[src/inc/aclink_ctrl_pkg.sv]
// package with register map, field positions and bus carriers for the ac-link control block
`default_nettype none
package aclink_ctrl_pkg;
    // ========================================
    // register map
    localparam logic [7:0]  CTRL_OFFSET   = 8'h00;
    localparam logic [7:0]  STATUS_OFFSET = 8'h04;
    localparam logic [7:0]  MASK_OFFSET   = 8'h08;
    localparam logic [31:0] CTRL_RESET    = 32'h0000_0000;
    localparam logic [31:0] CTRL_WMASK    = 32'h0007_000F;
    localparam logic [2:0]  MASK_RESET    = 3'h0;
    // ========================================
    // field positions
    localparam int BIT_COLD_RESET_DONE_EN = 18;
    localparam int BIT_STATUS_READY_EN    = 17;
    localparam int BIT_COMMAND_DONE_EN    = 16;
    localparam int BIT_SDATA_OUT_VALUE    = 3;
    localparam int BIT_CODEC_RESET_DRIVE  = 2;
    localparam int BIT_SYNC_VALUE         = 1;
    localparam int BIT_MANUAL_OVERRIDE    = 0;
    localparam int EVENT_COUNT            = 3;
    // ========================================
    // bus carriers
    typedef struct packed {
        logic        cyc;
        logic        stb;
        logic        we;
        logic [3:0]  sel;
        logic [7:0]  adr;
        logic [31:0] dat;
    } wb_req_type;

    typedef struct packed {
        logic        ack;
        logic        err;
        logic [31:0] dat;
    } wb_rsp_type;

    typedef struct packed {
        logic sync;
        logic sdata_out;
    } link_pins_type;

    typedef enum logic [1:0] {
        BUS_IDLE = 2'b01,
        BUS_ACK  = 2'b10
    } bus_state_type;
endpackage : aclink_ctrl_pkg
`default_nettype wire

[src/hw/aclink_pin_override_irq_ctrl.sv]
// ac-link pin override, codec reset drive and interrupt enable control
//
// Notes on behaviour
// - writes to bits 31:19 and 15:4 ignored; they read as zero
// - settings act only in ac-link format, not in the alternative formats
// - with override set, serial data out follows bit 3; otherwise bit ignored
// - in ac-link format, bit 2 set drives codec reset pin low
// - reading bit 1 returns the actual sync pin level
// - writing bit 1 drives sync only while override is set
// - bit 0 selects serializer or software bits as source of sync and data out
`default_nettype none
module aclink_pin_override_irq_ctrl (
    input  wire logic                          clk_i,
    input  wire logic                          rst_i,
    input  wire logic                          ce_i,
    input  wire aclink_ctrl_pkg::wb_req_type   wb_req_i,
    output var  aclink_ctrl_pkg::wb_rsp_type   wb_rsp_o,
    input  wire logic                          aclink_mode_i,
    input  wire aclink_ctrl_pkg::link_pins_type serializer_pins_i,
    input  wire logic [2:0]                    event_pulse_i,
    output var  aclink_ctrl_pkg::link_pins_type link_pins_o,
    output logic                               codec_reset_n_o,
    output logic [2:0]                         event_irq_o,
    output logic                               irq_o
);
    import aclink_ctrl_pkg::*;

    // ========================================
    // declarations
    bus_state_type       bus_q;
    logic [31:0]         ctrl_q;
    logic [31:0]         ctrl_d;
    logic [2:0]          status_q;
    logic [2:0]          mask_q;
    logic [31:0]         rdata_d;
    logic [31:0]         rdata_q;
    logic                err_q;
    logic                req_new;
    logic                wr_fire;
    logic                known_adr;
    logic [31:0]         byte_mask;
    link_pins_type       pins_d;
    link_pins_type       pins_q;
    logic                reset_n_q;
    logic [2:0]          event_irq_q;
    logic [2:0]          irq_enable;

    // ========================================
    // helpers
    function automatic logic [31:0] lane_mask(input logic [3:0] sel);
        logic [31:0] m;
        m = 32'h0000_0000;
        for (int i = 0; i < 4; i++) begin
            m[i*8 +: 8] = {8{sel[i]}};
        end
        return m;
    endfunction : lane_mask

    function automatic logic adr_hit(input logic [7:0] adr, input logic [7:0] off);
        return adr == off;
    endfunction : adr_hit

    // ========================================
    // wishbone slave: one wait state, ack (err for unknown address) then drop
    assign req_new   = wb_req_i.cyc && wb_req_i.stb && (bus_q == BUS_IDLE);
    assign wr_fire   = req_new && wb_req_i.we;
    assign known_adr = adr_hit(wb_req_i.adr, CTRL_OFFSET)
                    || adr_hit(wb_req_i.adr, STATUS_OFFSET)
                    || adr_hit(wb_req_i.adr, MASK_OFFSET);
    assign byte_mask = lane_mask(wb_req_i.sel);

    always_ff @(posedge clk_i) begin
        if (rst_i) begin
            bus_q <= BUS_IDLE;
            err_q <= 1'b0;
        end else if (ce_i) begin
            case (bus_q)
                BUS_IDLE: begin
                    if (req_new) begin
                        bus_q <= BUS_ACK;
                        err_q <= !known_adr;
                    end
                end
                BUS_ACK: begin
                    bus_q <= BUS_IDLE;
                    err_q <= 1'b0;
                end
                default: begin
                    bus_q <= BUS_IDLE;
                    err_q <= 1'b0;
                end
            endcase
        end
    end

    always_comb begin
        wb_rsp_o.ack = (bus_q == BUS_ACK) && !err_q;
        wb_rsp_o.err = (bus_q == BUS_ACK) && err_q;
        wb_rsp_o.dat = rdata_q;
    end

    // ========================================
    // control register
    always_comb begin
        ctrl_d = ctrl_q;
        if (wr_fire && adr_hit(wb_req_i.adr, CTRL_OFFSET)) begin
            ctrl_d = (ctrl_q & ~(byte_mask & CTRL_WMASK))
                   | (wb_req_i.dat & byte_mask & CTRL_WMASK);
        end
    end

    always_ff @(posedge clk_i) begin
        if (rst_i) begin
            ctrl_q <= CTRL_RESET;
        end else if (ce_i) begin
            ctrl_q <= ctrl_d;
        end
    end

    // ========================================
    // read data
    always_comb begin
        rdata_d = 32'h0000_0000;
        if (adr_hit(wb_req_i.adr, CTRL_OFFSET)) begin
            rdata_d = ctrl_q & CTRL_WMASK;
            rdata_d[BIT_SYNC_VALUE] = pins_q.sync;
        end else if (adr_hit(wb_req_i.adr, STATUS_OFFSET)) begin
            rdata_d[EVENT_COUNT-1:0] = status_q;
        end else if (adr_hit(wb_req_i.adr, MASK_OFFSET)) begin
            rdata_d[EVENT_COUNT-1:0] = mask_q;
        end
    end

    always_ff @(posedge clk_i) begin
        if (rst_i) begin
            rdata_q <= 32'h0000_0000;
        end else if (ce_i && req_new) begin
            rdata_q <= wb_req_i.we ? 32'h0000_0000 : rdata_d;
        end
    end

    // ========================================
    // pin drive
    always_comb begin
        pins_d = serializer_pins_i;
        if (aclink_mode_i && ctrl_q[BIT_MANUAL_OVERRIDE]) begin
            pins_d.sync      = ctrl_q[BIT_SYNC_VALUE];
            pins_d.sdata_out = ctrl_q[BIT_SDATA_OUT_VALUE];
        end
    end

    always_ff @(posedge clk_i) begin
        if (rst_i) begin
            pins_q    <= '0;
            reset_n_q <= 1'b1;
        end else if (ce_i) begin
            pins_q    <= pins_d;
            reset_n_q <= !(aclink_mode_i && ctrl_q[BIT_CODEC_RESET_DRIVE]);
        end
    end

    assign link_pins_o     = pins_q;
    assign codec_reset_n_o = reset_n_q;

    // ========================================
    // events and interrupts
    assign irq_enable = {ctrl_q[BIT_COLD_RESET_DONE_EN],
                         ctrl_q[BIT_STATUS_READY_EN],
                         ctrl_q[BIT_COMMAND_DONE_EN]};

    genvar g;
    generate
        for (g = 0; g < EVENT_COUNT; g++) begin : g_event
            always_ff @(posedge clk_i) begin
                if (rst_i) begin
                    status_q[g] <= 1'b0;
                end else if (ce_i) begin
                    if (event_pulse_i[g]) begin
                        status_q[g] <= 1'b1;
                    end else if (wr_fire && adr_hit(wb_req_i.adr, STATUS_OFFSET)
                                 && wb_req_i.sel[0] && wb_req_i.dat[g]) begin
                        status_q[g] <= 1'b0;
                    end
                end
            end

            always_ff @(posedge clk_i) begin
                if (rst_i) begin
                    event_irq_q[g] <= 1'b0;
                end else if (ce_i) begin
                    event_irq_q[g] <= status_q[g] && irq_enable[g]
                                      && aclink_mode_i;
                end
            end
        end
    endgenerate

    always_ff @(posedge clk_i) begin
        if (rst_i) begin
            mask_q <= MASK_RESET;
        end else if (ce_i && wr_fire && adr_hit(wb_req_i.adr, MASK_OFFSET)
                     && wb_req_i.sel[0]) begin
            mask_q <= wb_req_i.dat[EVENT_COUNT-1:0];
        end
    end

    assign event_irq_o = event_irq_q;
    assign irq_o       = |(event_irq_q & mask_q);
endmodule : aclink_pin_override_irq_ctrl
`default_nettype wire

[config.mk]
export PLATFORM = sky130hd
export DESIGN_NAME = aclink_pin_override_irq_ctrl
export DESIGN_NICKNAME = d
export VERILOG_FILES = /design/src/inc/aclink_ctrl_pkg.sv /design/src/hw/aclink_pin_override_irq_ctrl.sv
export SDC_FILE = /design/constraint.sdc
export NUM_CORES = 1
export LEC_CHECK = 0
export ABC_AREA = 1
export BUFFER_PORTS_ARGS = -buffer_cell sky130_fd_sc_hd__clkbuf_2
export CAP_MARGIN = 15
export CELL_PAD_IN_SITES_DETAIL_PLACEMENT = 1
export CELL_PAD_IN_SITES_GLOBAL_PLACEMENT = 1
export CORE_UTILIZATION = 25
export DETAILED_ROUTE_END_ITERATION = 16
export GPL_TIMING_DRIVEN = 1
export PLACE_DENSITY_LB_ADDON = 0.1
export SETUP_SLACK_MARGIN = 0.02
export SYNTH_ARGS = -nofsm -noshare
export SYNTH_HDL_FRONTEND = slang
export SYNTH_SLANG_ARGS = --single-unit
export TNS_END_PERCENT = 20
[constraint.sdc]
create_clock -name clk_i -period 1.3 [get_ports clk_i]
set_clock_uncertainty 0.2 [all_clocks]
set_input_delay 0.13 -clock clk_i [delete_from_list [all_inputs] [get_ports clk_i]]
set_output_delay 0.13 -clock clk_i [all_outputs]
set_load 0.01 [all_outputs]
==> summary.txt, run 1 <==
Status: finished, violations left
Failing checks: setup timing
Total GRT Usage: 15.3%
Max cap viols: 0
Multi-input gate area: 832 um^2
WL final: 4580 um
CORE AREA: 6060 um^2
DIE WIDTH: 82.2 um
Layout cells sized above 1: 32.2%
RSZ-0062 raised after global routing: true
Largest net degree at the start of global routing: 14
Antenna-violating nets left: 0
Final Slew Violations: 0
Post-synthesis sequential area ratio: 36.1%
Worst Min Path Start: rst_i
Mapped Cells: 237
Period Utilization, post-route: 107%
Final worst slack: -0.0967 ns
Initial Util: 26.5%
Setup Slack @ Placement: -0.150 ns
Yosys reg bits: 29
Ys flop type: dfxtp_1
CTS tree: done
Async SR Flop Fraction: 0%
# setup viols final: 20
CP Max Fanout: 4
Routability cong.: 0.797
Post-synth EDFFs: 0
Critical Path RT: 1.31 ns
CP Launch Point: bus_q[1]
CP Capture Type: flop
Clock sink count: 29
Reg2reg start: bus_q[1]
Clk Latency, worst-skew pair: 0.28 ns
Mapped Avg Cell Area: 6.78 um^2
Die Span Y: 82.2 um
Highest clock rate: 0.716 GHz
Num CTS Buffers: 5
Clock period minus worst slack: 1.40 ns
Antenna Cells: 0
Crit path DAT: 1.41 ns
VDD IR max: 443 uV
Overall power: 2.16 mW
Final HPWL DP: 3630 um
Non-Filler Instances: 392
Vias in the first global route: 1581
Via/cell ratio: 4.19
Clk buf depth: 2
PD cells: 953 nW/um^2
Number of cell rows: 28
Area Growth Syn to Fin: 40.8%
Die Area: 6760 um^2
Filler Cell Count: 794
WS Path Type: flop to flop
Final core utilization: 37.3%
Initial antenna violation count: 0
I/O Pins: 97
Register clock-pin slew on the reported worst setup and hold paths: 0.06 ns
Port Buf Inserts: 44
Total number of vias: 1642
Fin Setup TNS: -1.16 ns
HP Class: input pin to flop
Placed cells: 371
Layout Nets: 372
Setup Buffers After CTS: 0
CP Launch Type: flop
Netlist cell types: 26
Final hold vios: 0
Starting DRT DRC Count: 52
Ys Warns: 0
Wire length of the first global-routing pass: 7620 um
Lkg Pwr: 1.14 nW
H-tree depth: 2
Flip-flop and latch area: 593 um^2
DR DRC count: 0
WL/cell: 11.7 um
Mapped Area: 1610 um^2
Grt total ovfl: 0
Pre-antenna DRT Iters: 4
Root buffer cell: clkbuf_8
## final cells by class
| class | instances | share of cell area (%) |
|---|---|---|
| clock inverters | 1 | 1.33 |
| multi-input cells | 173 | 36.8 |
| repair buffers | 78 | 22.9 |
| flip-flops and latches | 29 | 26.2 |
| well taps | 75 | 4.15 |
| clock buffers | 7 | 3.81 |
| inverters | 29 | 4.86 |
## metal layers
layer	vias to the layer above	wire [um]	track usage, %	share of wire [%]
li1	855	-	-	-
met1	739	2110	19.3	46
met2	44	2220	25.6	48
met3	4	211	3.74	4.6
met4	0	36	4.56	0.79
met5	-	0	0	0
## cells in the mapped netlist, types with 2 or more instances
| cell | number | area share [%] |
|---|---|---|
| buf_2 | 2 | 0.62 |
| o21ai_0 | 10 | 3.1 |
| nor2_1 | 27 | 6.3 |
| inv_1 | 25 | 5.8 |
| o211ai_1 | 2 | 0.93 |
| nor2_4 | 2 | 1.4 |
| clkbuf_1 | 2 | 0.47 |
| nand2_1 | 60 | 14 |
| nand3_1 | 15 | 4.7 |
| nand2_2 | 2 | 0.78 |
| a21oi_1 | 16 | 5.0 |
| inv_2 | 3 | 0.70 |
| nor2_2 | 3 | 1.2 |
| nand4_1 | 4 | 1.6 |
| dfxtp_1 | 29 | 36 |
| buf_4 | 25 | 12 |
## final timing paths
kind / cells past startpoint / slack [ns] / endpoint
setup / recovery: 7 / -0.1 / rdata_q[3]
hold reg to reg: 2 / 0.26 / rdata_q[1]
hold / removal: 3 / 0.03 / bus_q[1]
setup reg to reg: 7 / -0.1 / rdata_q[3]
## layout by cell type (no fill, tap or decap), types with 2 or more instances in the layout
cell type,Yosys,final
nand2_1,60,57
clkbuf_2,0,41
nor2_1,27,27
inv_1,25,25
conb_1,1,25
dfxtp_1,29,21
buf_4,25,20
a21oi_1,16,16
nand3_1,15,14
dlygate4sd3_1,0,13
dfxtp_2,0,7
o21ai_1,0,6
clkbuf_8,0,6
nand2_2,2,4
nand4_1,4,4
nor2_4,2,4
inv_2,3,3
nand3_2,1,2
nand2_4,1,2
o21ai_0,10,2
o21ai_2,0,2
o211ai_1,2,2
buf_6,1,2
buf_2,2,2
## worst max-delay path, cell delays in order (launching register included)
cell	delay [ns]
dfxtp_2	0.32
inv_2	0.06
nand2_4	0.06
nor2_8	0.13
nand3_2	0.14
nor2_4	0.18
nand2_1	0.11
a21oi_1	0.12
## timing repair
| item | 4_1_cts | 5_1_grt |
|---|---|---|
| gates resized for setup | 16 | 14 |
| endpoints found under the setup margin | 24 | 27 |
| hold buffers | 13 | 0 |
| endpoints found under the hold margin | 16 | 0 |
| pin swaps | 1 | 2 |
## cell families (layout without fill, tap and decap cells)
family	Yosys count	count (layout)	share of synthesized area, %
and+or+nand+nor	119	119	34.0
buffers and inverters	59	115	20.2
AOI/OAI and AO/OA	29	29	9.42
DFF	29	29	36.1
other	1	25	0.233
## power by group
group | switching (mW) | leakage (nW) | internal [mW]
Clock | 0.345 | 0.0585 | 0.624
Combinational | 0.154 | 0.842 | 0.119
Sequential | 0.0127 | 0.239 | 0.902
## metrics by stage
step	instance area [um^2]	hold slack, ns
finish	2260	0.0344
global route	2260	0.0476
CTS	2230	0.0289
detailed placement	1960	0.166
global placement	1960	0.155
floorplan	1700	-0.000934
(Power assumes the default switching activity.)
==> inputs of run 2 (changes only) <==
CORE_UTILIZATION = 26   (was 25)
CTS_BUF_LIST = sky130_fd_sc_hd__clkbuf_2 sky130_fd_sc_hd__clkbuf_4 sky130_fd_sc_hd__clkbuf_8   (was not set)
TNS_END_PERCENT = 5   (was 20)
==> summary.txt, run 2 (same netlist as run 1, synthesis figures left out) <==
Initial Util: 27.0%
Wire length of the first global-routing pass: 7330 um
Placed cell areas: 1940 um^2
Max cap viols: 0
I/O Pins: 97
Largest net degree at the start of global routing: 14
DR DRC count: 0
Uppermost layer routed: met4
CP Max Fanout: 5
Die Span Y: 80.6 um
Final Slew Violations: 0
CP Launch Point: bus_q[1]
DIE WIDTH: 80.6 um
Clk buf depth: 2
Period Utilization, post-route: 112%
Commonest cells after routing, fill and taps aside: 59 x nand2_1, 41 x clkbuf_2, 27 x nor2_1
Num CTS Buffers: 5
WL/cell: 11.7 um
Area Growth Syn to Fin: 39.8%
Clk Latency, worst-skew pair: 0.28 ns
WL final: 4570 um
Overall power: 2.19 mW
Fin Setup TNS: -2.18 ns
Root buffer cell: clkbuf_8
Met3 wire length: 235 um
Failing checks: setup timing
Via/cell ratio: 4.11
Total GRT Usage: 15.3%
Multi-input gate area: 827 um^2
Placed cells: 368
Highest clock rate: 0.687 GHz
WS Path Type: flop to flop
Layout Nets: 370
Status: finished, violations left
Die Area: 6500 um^2
Flip-flop and latch area: 586 um^2
VDD IR max: 496 uV
Pre-antenna DRT Iters: 4
Clock period minus worst slack: 1.46 ns
Clock sink count: 29
Antenna Cells: 0
Lkg Pwr: 1.14 nW
Worst Min Path Start: rst_i
Non-Filler Instances: 390
Number of cell rows: 28
H-tree depth: 2
CP Launch Type: flop
Final hold vios: 0
RSZ-0062 raised after global routing: true
PD cells: 975 nW/um^2
Most common cell after layout, fill and taps aside: nand2_1
Reg2reg start: bus_q[1]
Initial antenna violation count: 0
Vias in the first global route: 1531
CTS tree: done
Final worst slack: -0.156 ns
Antenna-violating nets left: 0
Total number of vias: 1602
Layout cells sized above 1: 30.5%
Filler Cell Count: 784
# setup viols final: 24
Port Buf Inserts: 44
Post-route cell area: 2250 um^2
Final HPWL DP: 3520 um
Register clock-pin slew on the reported worst setup and hold paths: 0.06 ns
Met1 WL: 2080 um
HP Class: input pin to flop
CORE AREA: 5960 um^2
Grt total ovfl: 0
Starting DRT DRC Count: 48
CP Capture Type: flop
Critical Path RT: 1.28 ns
Routability cong.: 0.717
WL met2: 2200 um
Crit path DAT: 1.43 ns
==> run 2: final cells by class <==
class,instances,area share (%)
Clock buffer,7,4.01
Clock inverter,1,1.34
Inverter,29,4.84
Multi-Input combinational cell,173,36.8
Sequential cell,29,26.1
Tap cell,75,4.18
Timing Repair Buffer,76,22.8
==> run 2: power breakdown <==
group          total [mW]  switching [mW]  internal (mW)  leakage, nW
Combinational       0.278           0.156          0.122        0.843
Clock               0.997           0.352          0.645       0.0619
Sequential          0.916          0.0120          0.904        0.236
Total                2.19           0.519           1.67         1.14
==> run 2: path summary, 6_finish.rpt <==
check	slack, ns	endpoint	cells after the start
worst min register to register	0.26	rdata_q[16]	2
worst min-delay path	0.02	flop	4
worst max-delay path	-0.16	mask_q[2]	8
worst max register to register	-0.16	mask_q[2]	8
==> run 2: through the flow <==
stage	hold WS, ns	utilization, %	setup WS (ns)
after global routing	0.0551	37.7	-0.257
after floorplan	-0.000934	-	-0.0169
after CTS	0.0133	37.1	-0.160
final	0.0230	37.7	-0.156
after global placement	0.161	32.6	-0.171
after detailed placement	0.164	32.6	-0.197
==> run 2: timing repair <==
action	CTS	global route
setup endpoints to repair	23	26
endpoints found under the hold margin	16	0
pin swaps	1	1
hold buffers	13	0
setup buffers	0	1
resized for setup	10	13
==> run 2: critical path, cell delays in order (launching register included) <==
cell and delay [ns]:
dfxtp_2 0.32, inv_2 0.05, nand2_2 0.08, nor2_8 0.17, nand2_4 0.07, nor2_4 0.14, nand2_1 0.11, o21ai_1 0.15
nor2_1 0.05
==> run 2: routing by layer <==
metal  vias up  global-route usage (%)
met5         -                       0
met4         0                    4.82
met3         5                    4.09
met2        50                    25.7
met1       703                    18.7
li1        844                       -
==> inputs of run 3 (changes only) <==
SETUP_SLACK_MARGIN = 0.3   (was 0.02)
==> summary.txt, run 3 (same netlist as run 1, synthesis figures left out) <==
Clk Latency, worst-skew pair: 0.28 ns
DR DRC count: 0
HP Class: input pin to flop
Layout Nets: 366
WS Path Type: flop to flop
Area Growth Syn to Fin: 39.7%
Delay-heaviest family, CP: simple AND/OR/NAND/NOR gates
Period Utilization, post-route: 109%
Number of cell rows: 28
Die Area: 6500 um^2
Most common cell after layout, fill and taps aside: nand2_1
Num CTS Buffers: 5
Hold-fix buffers, CTS: 8
WL/cell: 11.7 um
H-tree depth: 2
DIE WIDTH: 80.6 um
PD cells: 976 nW/um^2
Critical Path RT: 1.28 ns
Crit path DAT: 1.39 ns
CORE AREA: 5960 um^2
Non-Filler Instances: 386
Highest clock rate: 0.706 GHz
Initial antenna violation count: 0
Register clock-pin slew on the reported worst setup and hold paths: 0.06 ns
CP Max Fanout: 5
Lkg Pwr: 1.15 nW
Final HPWL DP: 3520 um
I/O Pins: 97
Crit path cell chain: inv_2 -> nand2_4 -> nor2_8 -> nand2_4 -> nor2_4 -> nand2_1 -> o21ai_1 -> nor2_1
Starting DRT DRC Count: 42
CP Capture Type: flop
RSZ-0062 raised after global routing: true
Multi-input gate area: 832 um^2
Flip-flop and latch area: 592 um^2
Via/cell ratio: 4.12
Port Buf Inserts: 44
Comb pwr share: 12.5%
Clk buf depth: 2
Seq pwr share: 41.9%
Placed cells: 368
Clock power frac: 45.6%
CP dominant cell by count: nand2_4
Vias in the first global route: 1515
Max cap viols: 0
Initial Util: 27.0%
Pre-antenna DRT Iters: 4
Commonest cells after routing, fill and taps aside: 60 x nand2_1, 30 x clkbuf_2, 27 x nor2_1, 25 x inv_1, 25 x conb_1
# setup viols final: 21
Hold_ws: -0.0658 ns
CP Launch Type: flop
Worst path slowest cell: dfxtp_2
CP Buf/Inv Count: 1
WL final: 4520 um
Routability cong.: 0.717
Largest net degree at the start of global routing: 14
Total GRT Usage: 15.1%
Final hold vios: 7
Clock period minus worst slack: 1.42 ns
Filler Cell Count: 776
CTS tree: done
Wire length of the first global-routing pass: 7240 um
Total number of vias: 1591
Final Slew Violations: 0
Root buffer cell: clkbuf_8
Status: finished, violations left
Antenna-violating nets left: 0
Die Span Y: 80.6 um
Internal: 1.67 mW
Final worst slack: -0.116 ns
Sw Ratio: 23.8%
Largest stage delay, worst path: 0.32 ns
Final core utilization: 37.7%
Grt total ovfl: 0
Failing checks: hold timing, setup timing
VDD IR max: 486 uV
Antenna Cells: 0
Layout cells sized above 1: 32.8%
Switching power: 522 uW
Clock sink count: 29
run 3: changes by cell type in the layout (fill, tap and decap cells not counted), moves of 4 or more:
| cell | delta |
|---|---|
| dfxtp_2 | +5 |
| clkbuf_2 | -11 |
| dfxtp_1 | -5 |
| buf_6 | +4 |
| buf_2 | +7 |
| dlygate4sd3_1 | -6 |
run 3: final cells by class:
class / count / area share (%)
multi-input combinational: 173 / 37.0
tap: 75 / 4.18
sequential: 29 / 26.4
clock inverter: 1 / 1.34
timing repair buffer: 72 / 22.1
clock buffer: 7 / 4.01
inverter: 29 / 4.96
run 3: worst paths after layout:
check | start | to | slack, ns | cells after the start
setup / recovery | bus_q[1] | mask_q[2] | -0.12 | 8
hold / removal | wb_req_i[0] | mask_q[0] | -0.07 | 3
setup reg to reg | bus_q[1] | mask_q[2] | -0.12 | 8
hold reg to reg | rdata_q[16] | rdata_q[16] | 0.26 | 2
run 3: per-stage QoR:
step	power (mW)	instance area [um^2]	setup WS (ns)	TNS [ns]
after global routing	2.30	2250	-0.205	-3.61
final	2.19	2250	-0.116	-1.51
after global placement	1.17	1940	-0.171	-2.14
after floorplan	1.12	1700	-0.0169	-0.110
after CTS	2.21	2180	-0.149	-2.16
after detailed placement	1.17	1940	-0.197	-2.25
run 3: worst reg2reg max path, stage by stage, from the launching register on:
cell	delay, ns
dfxtp_2	0.32
inv_2	0.07
nand2_4	0.06
nor2_8	0.14
nand2_4	0.07
nor2_4	0.14
nand2_1	0.11
o21ai_1	0.15
nor2_1	0.05
run 3: timing repair:
| action | CTS | global route |
|---|---|---|
| hold endpoints to repair | 16 | 7 |
| gates resized for setup | 15 | 31 |
| setup endpoints to repair | 41 | 44 |
| setup buffers | 2 | 0 |
| pin swaps | 0 | 1 |
| gates cloned | 0 | 0 |
run 3: power groups by stage:
stage          logic [mW]  clock network (mW)  registers, mW
6_report            0.275               0.999          0.918
5_1_grt             0.310                1.07          0.920
4_1_cts             0.267                1.03          0.917
3_5_place_dp        0.239                   0          0.935
3_3_place_gp        0.238                   0          0.935
2_1_floorplan       0.183                   0          0.934
run 3: per-layer routing:
metal	global-route usage, %	wire, um
met1	18.7	2040
met2	25.2	2180
met3	4.09	244
met4	4.82	51
met5	0	0
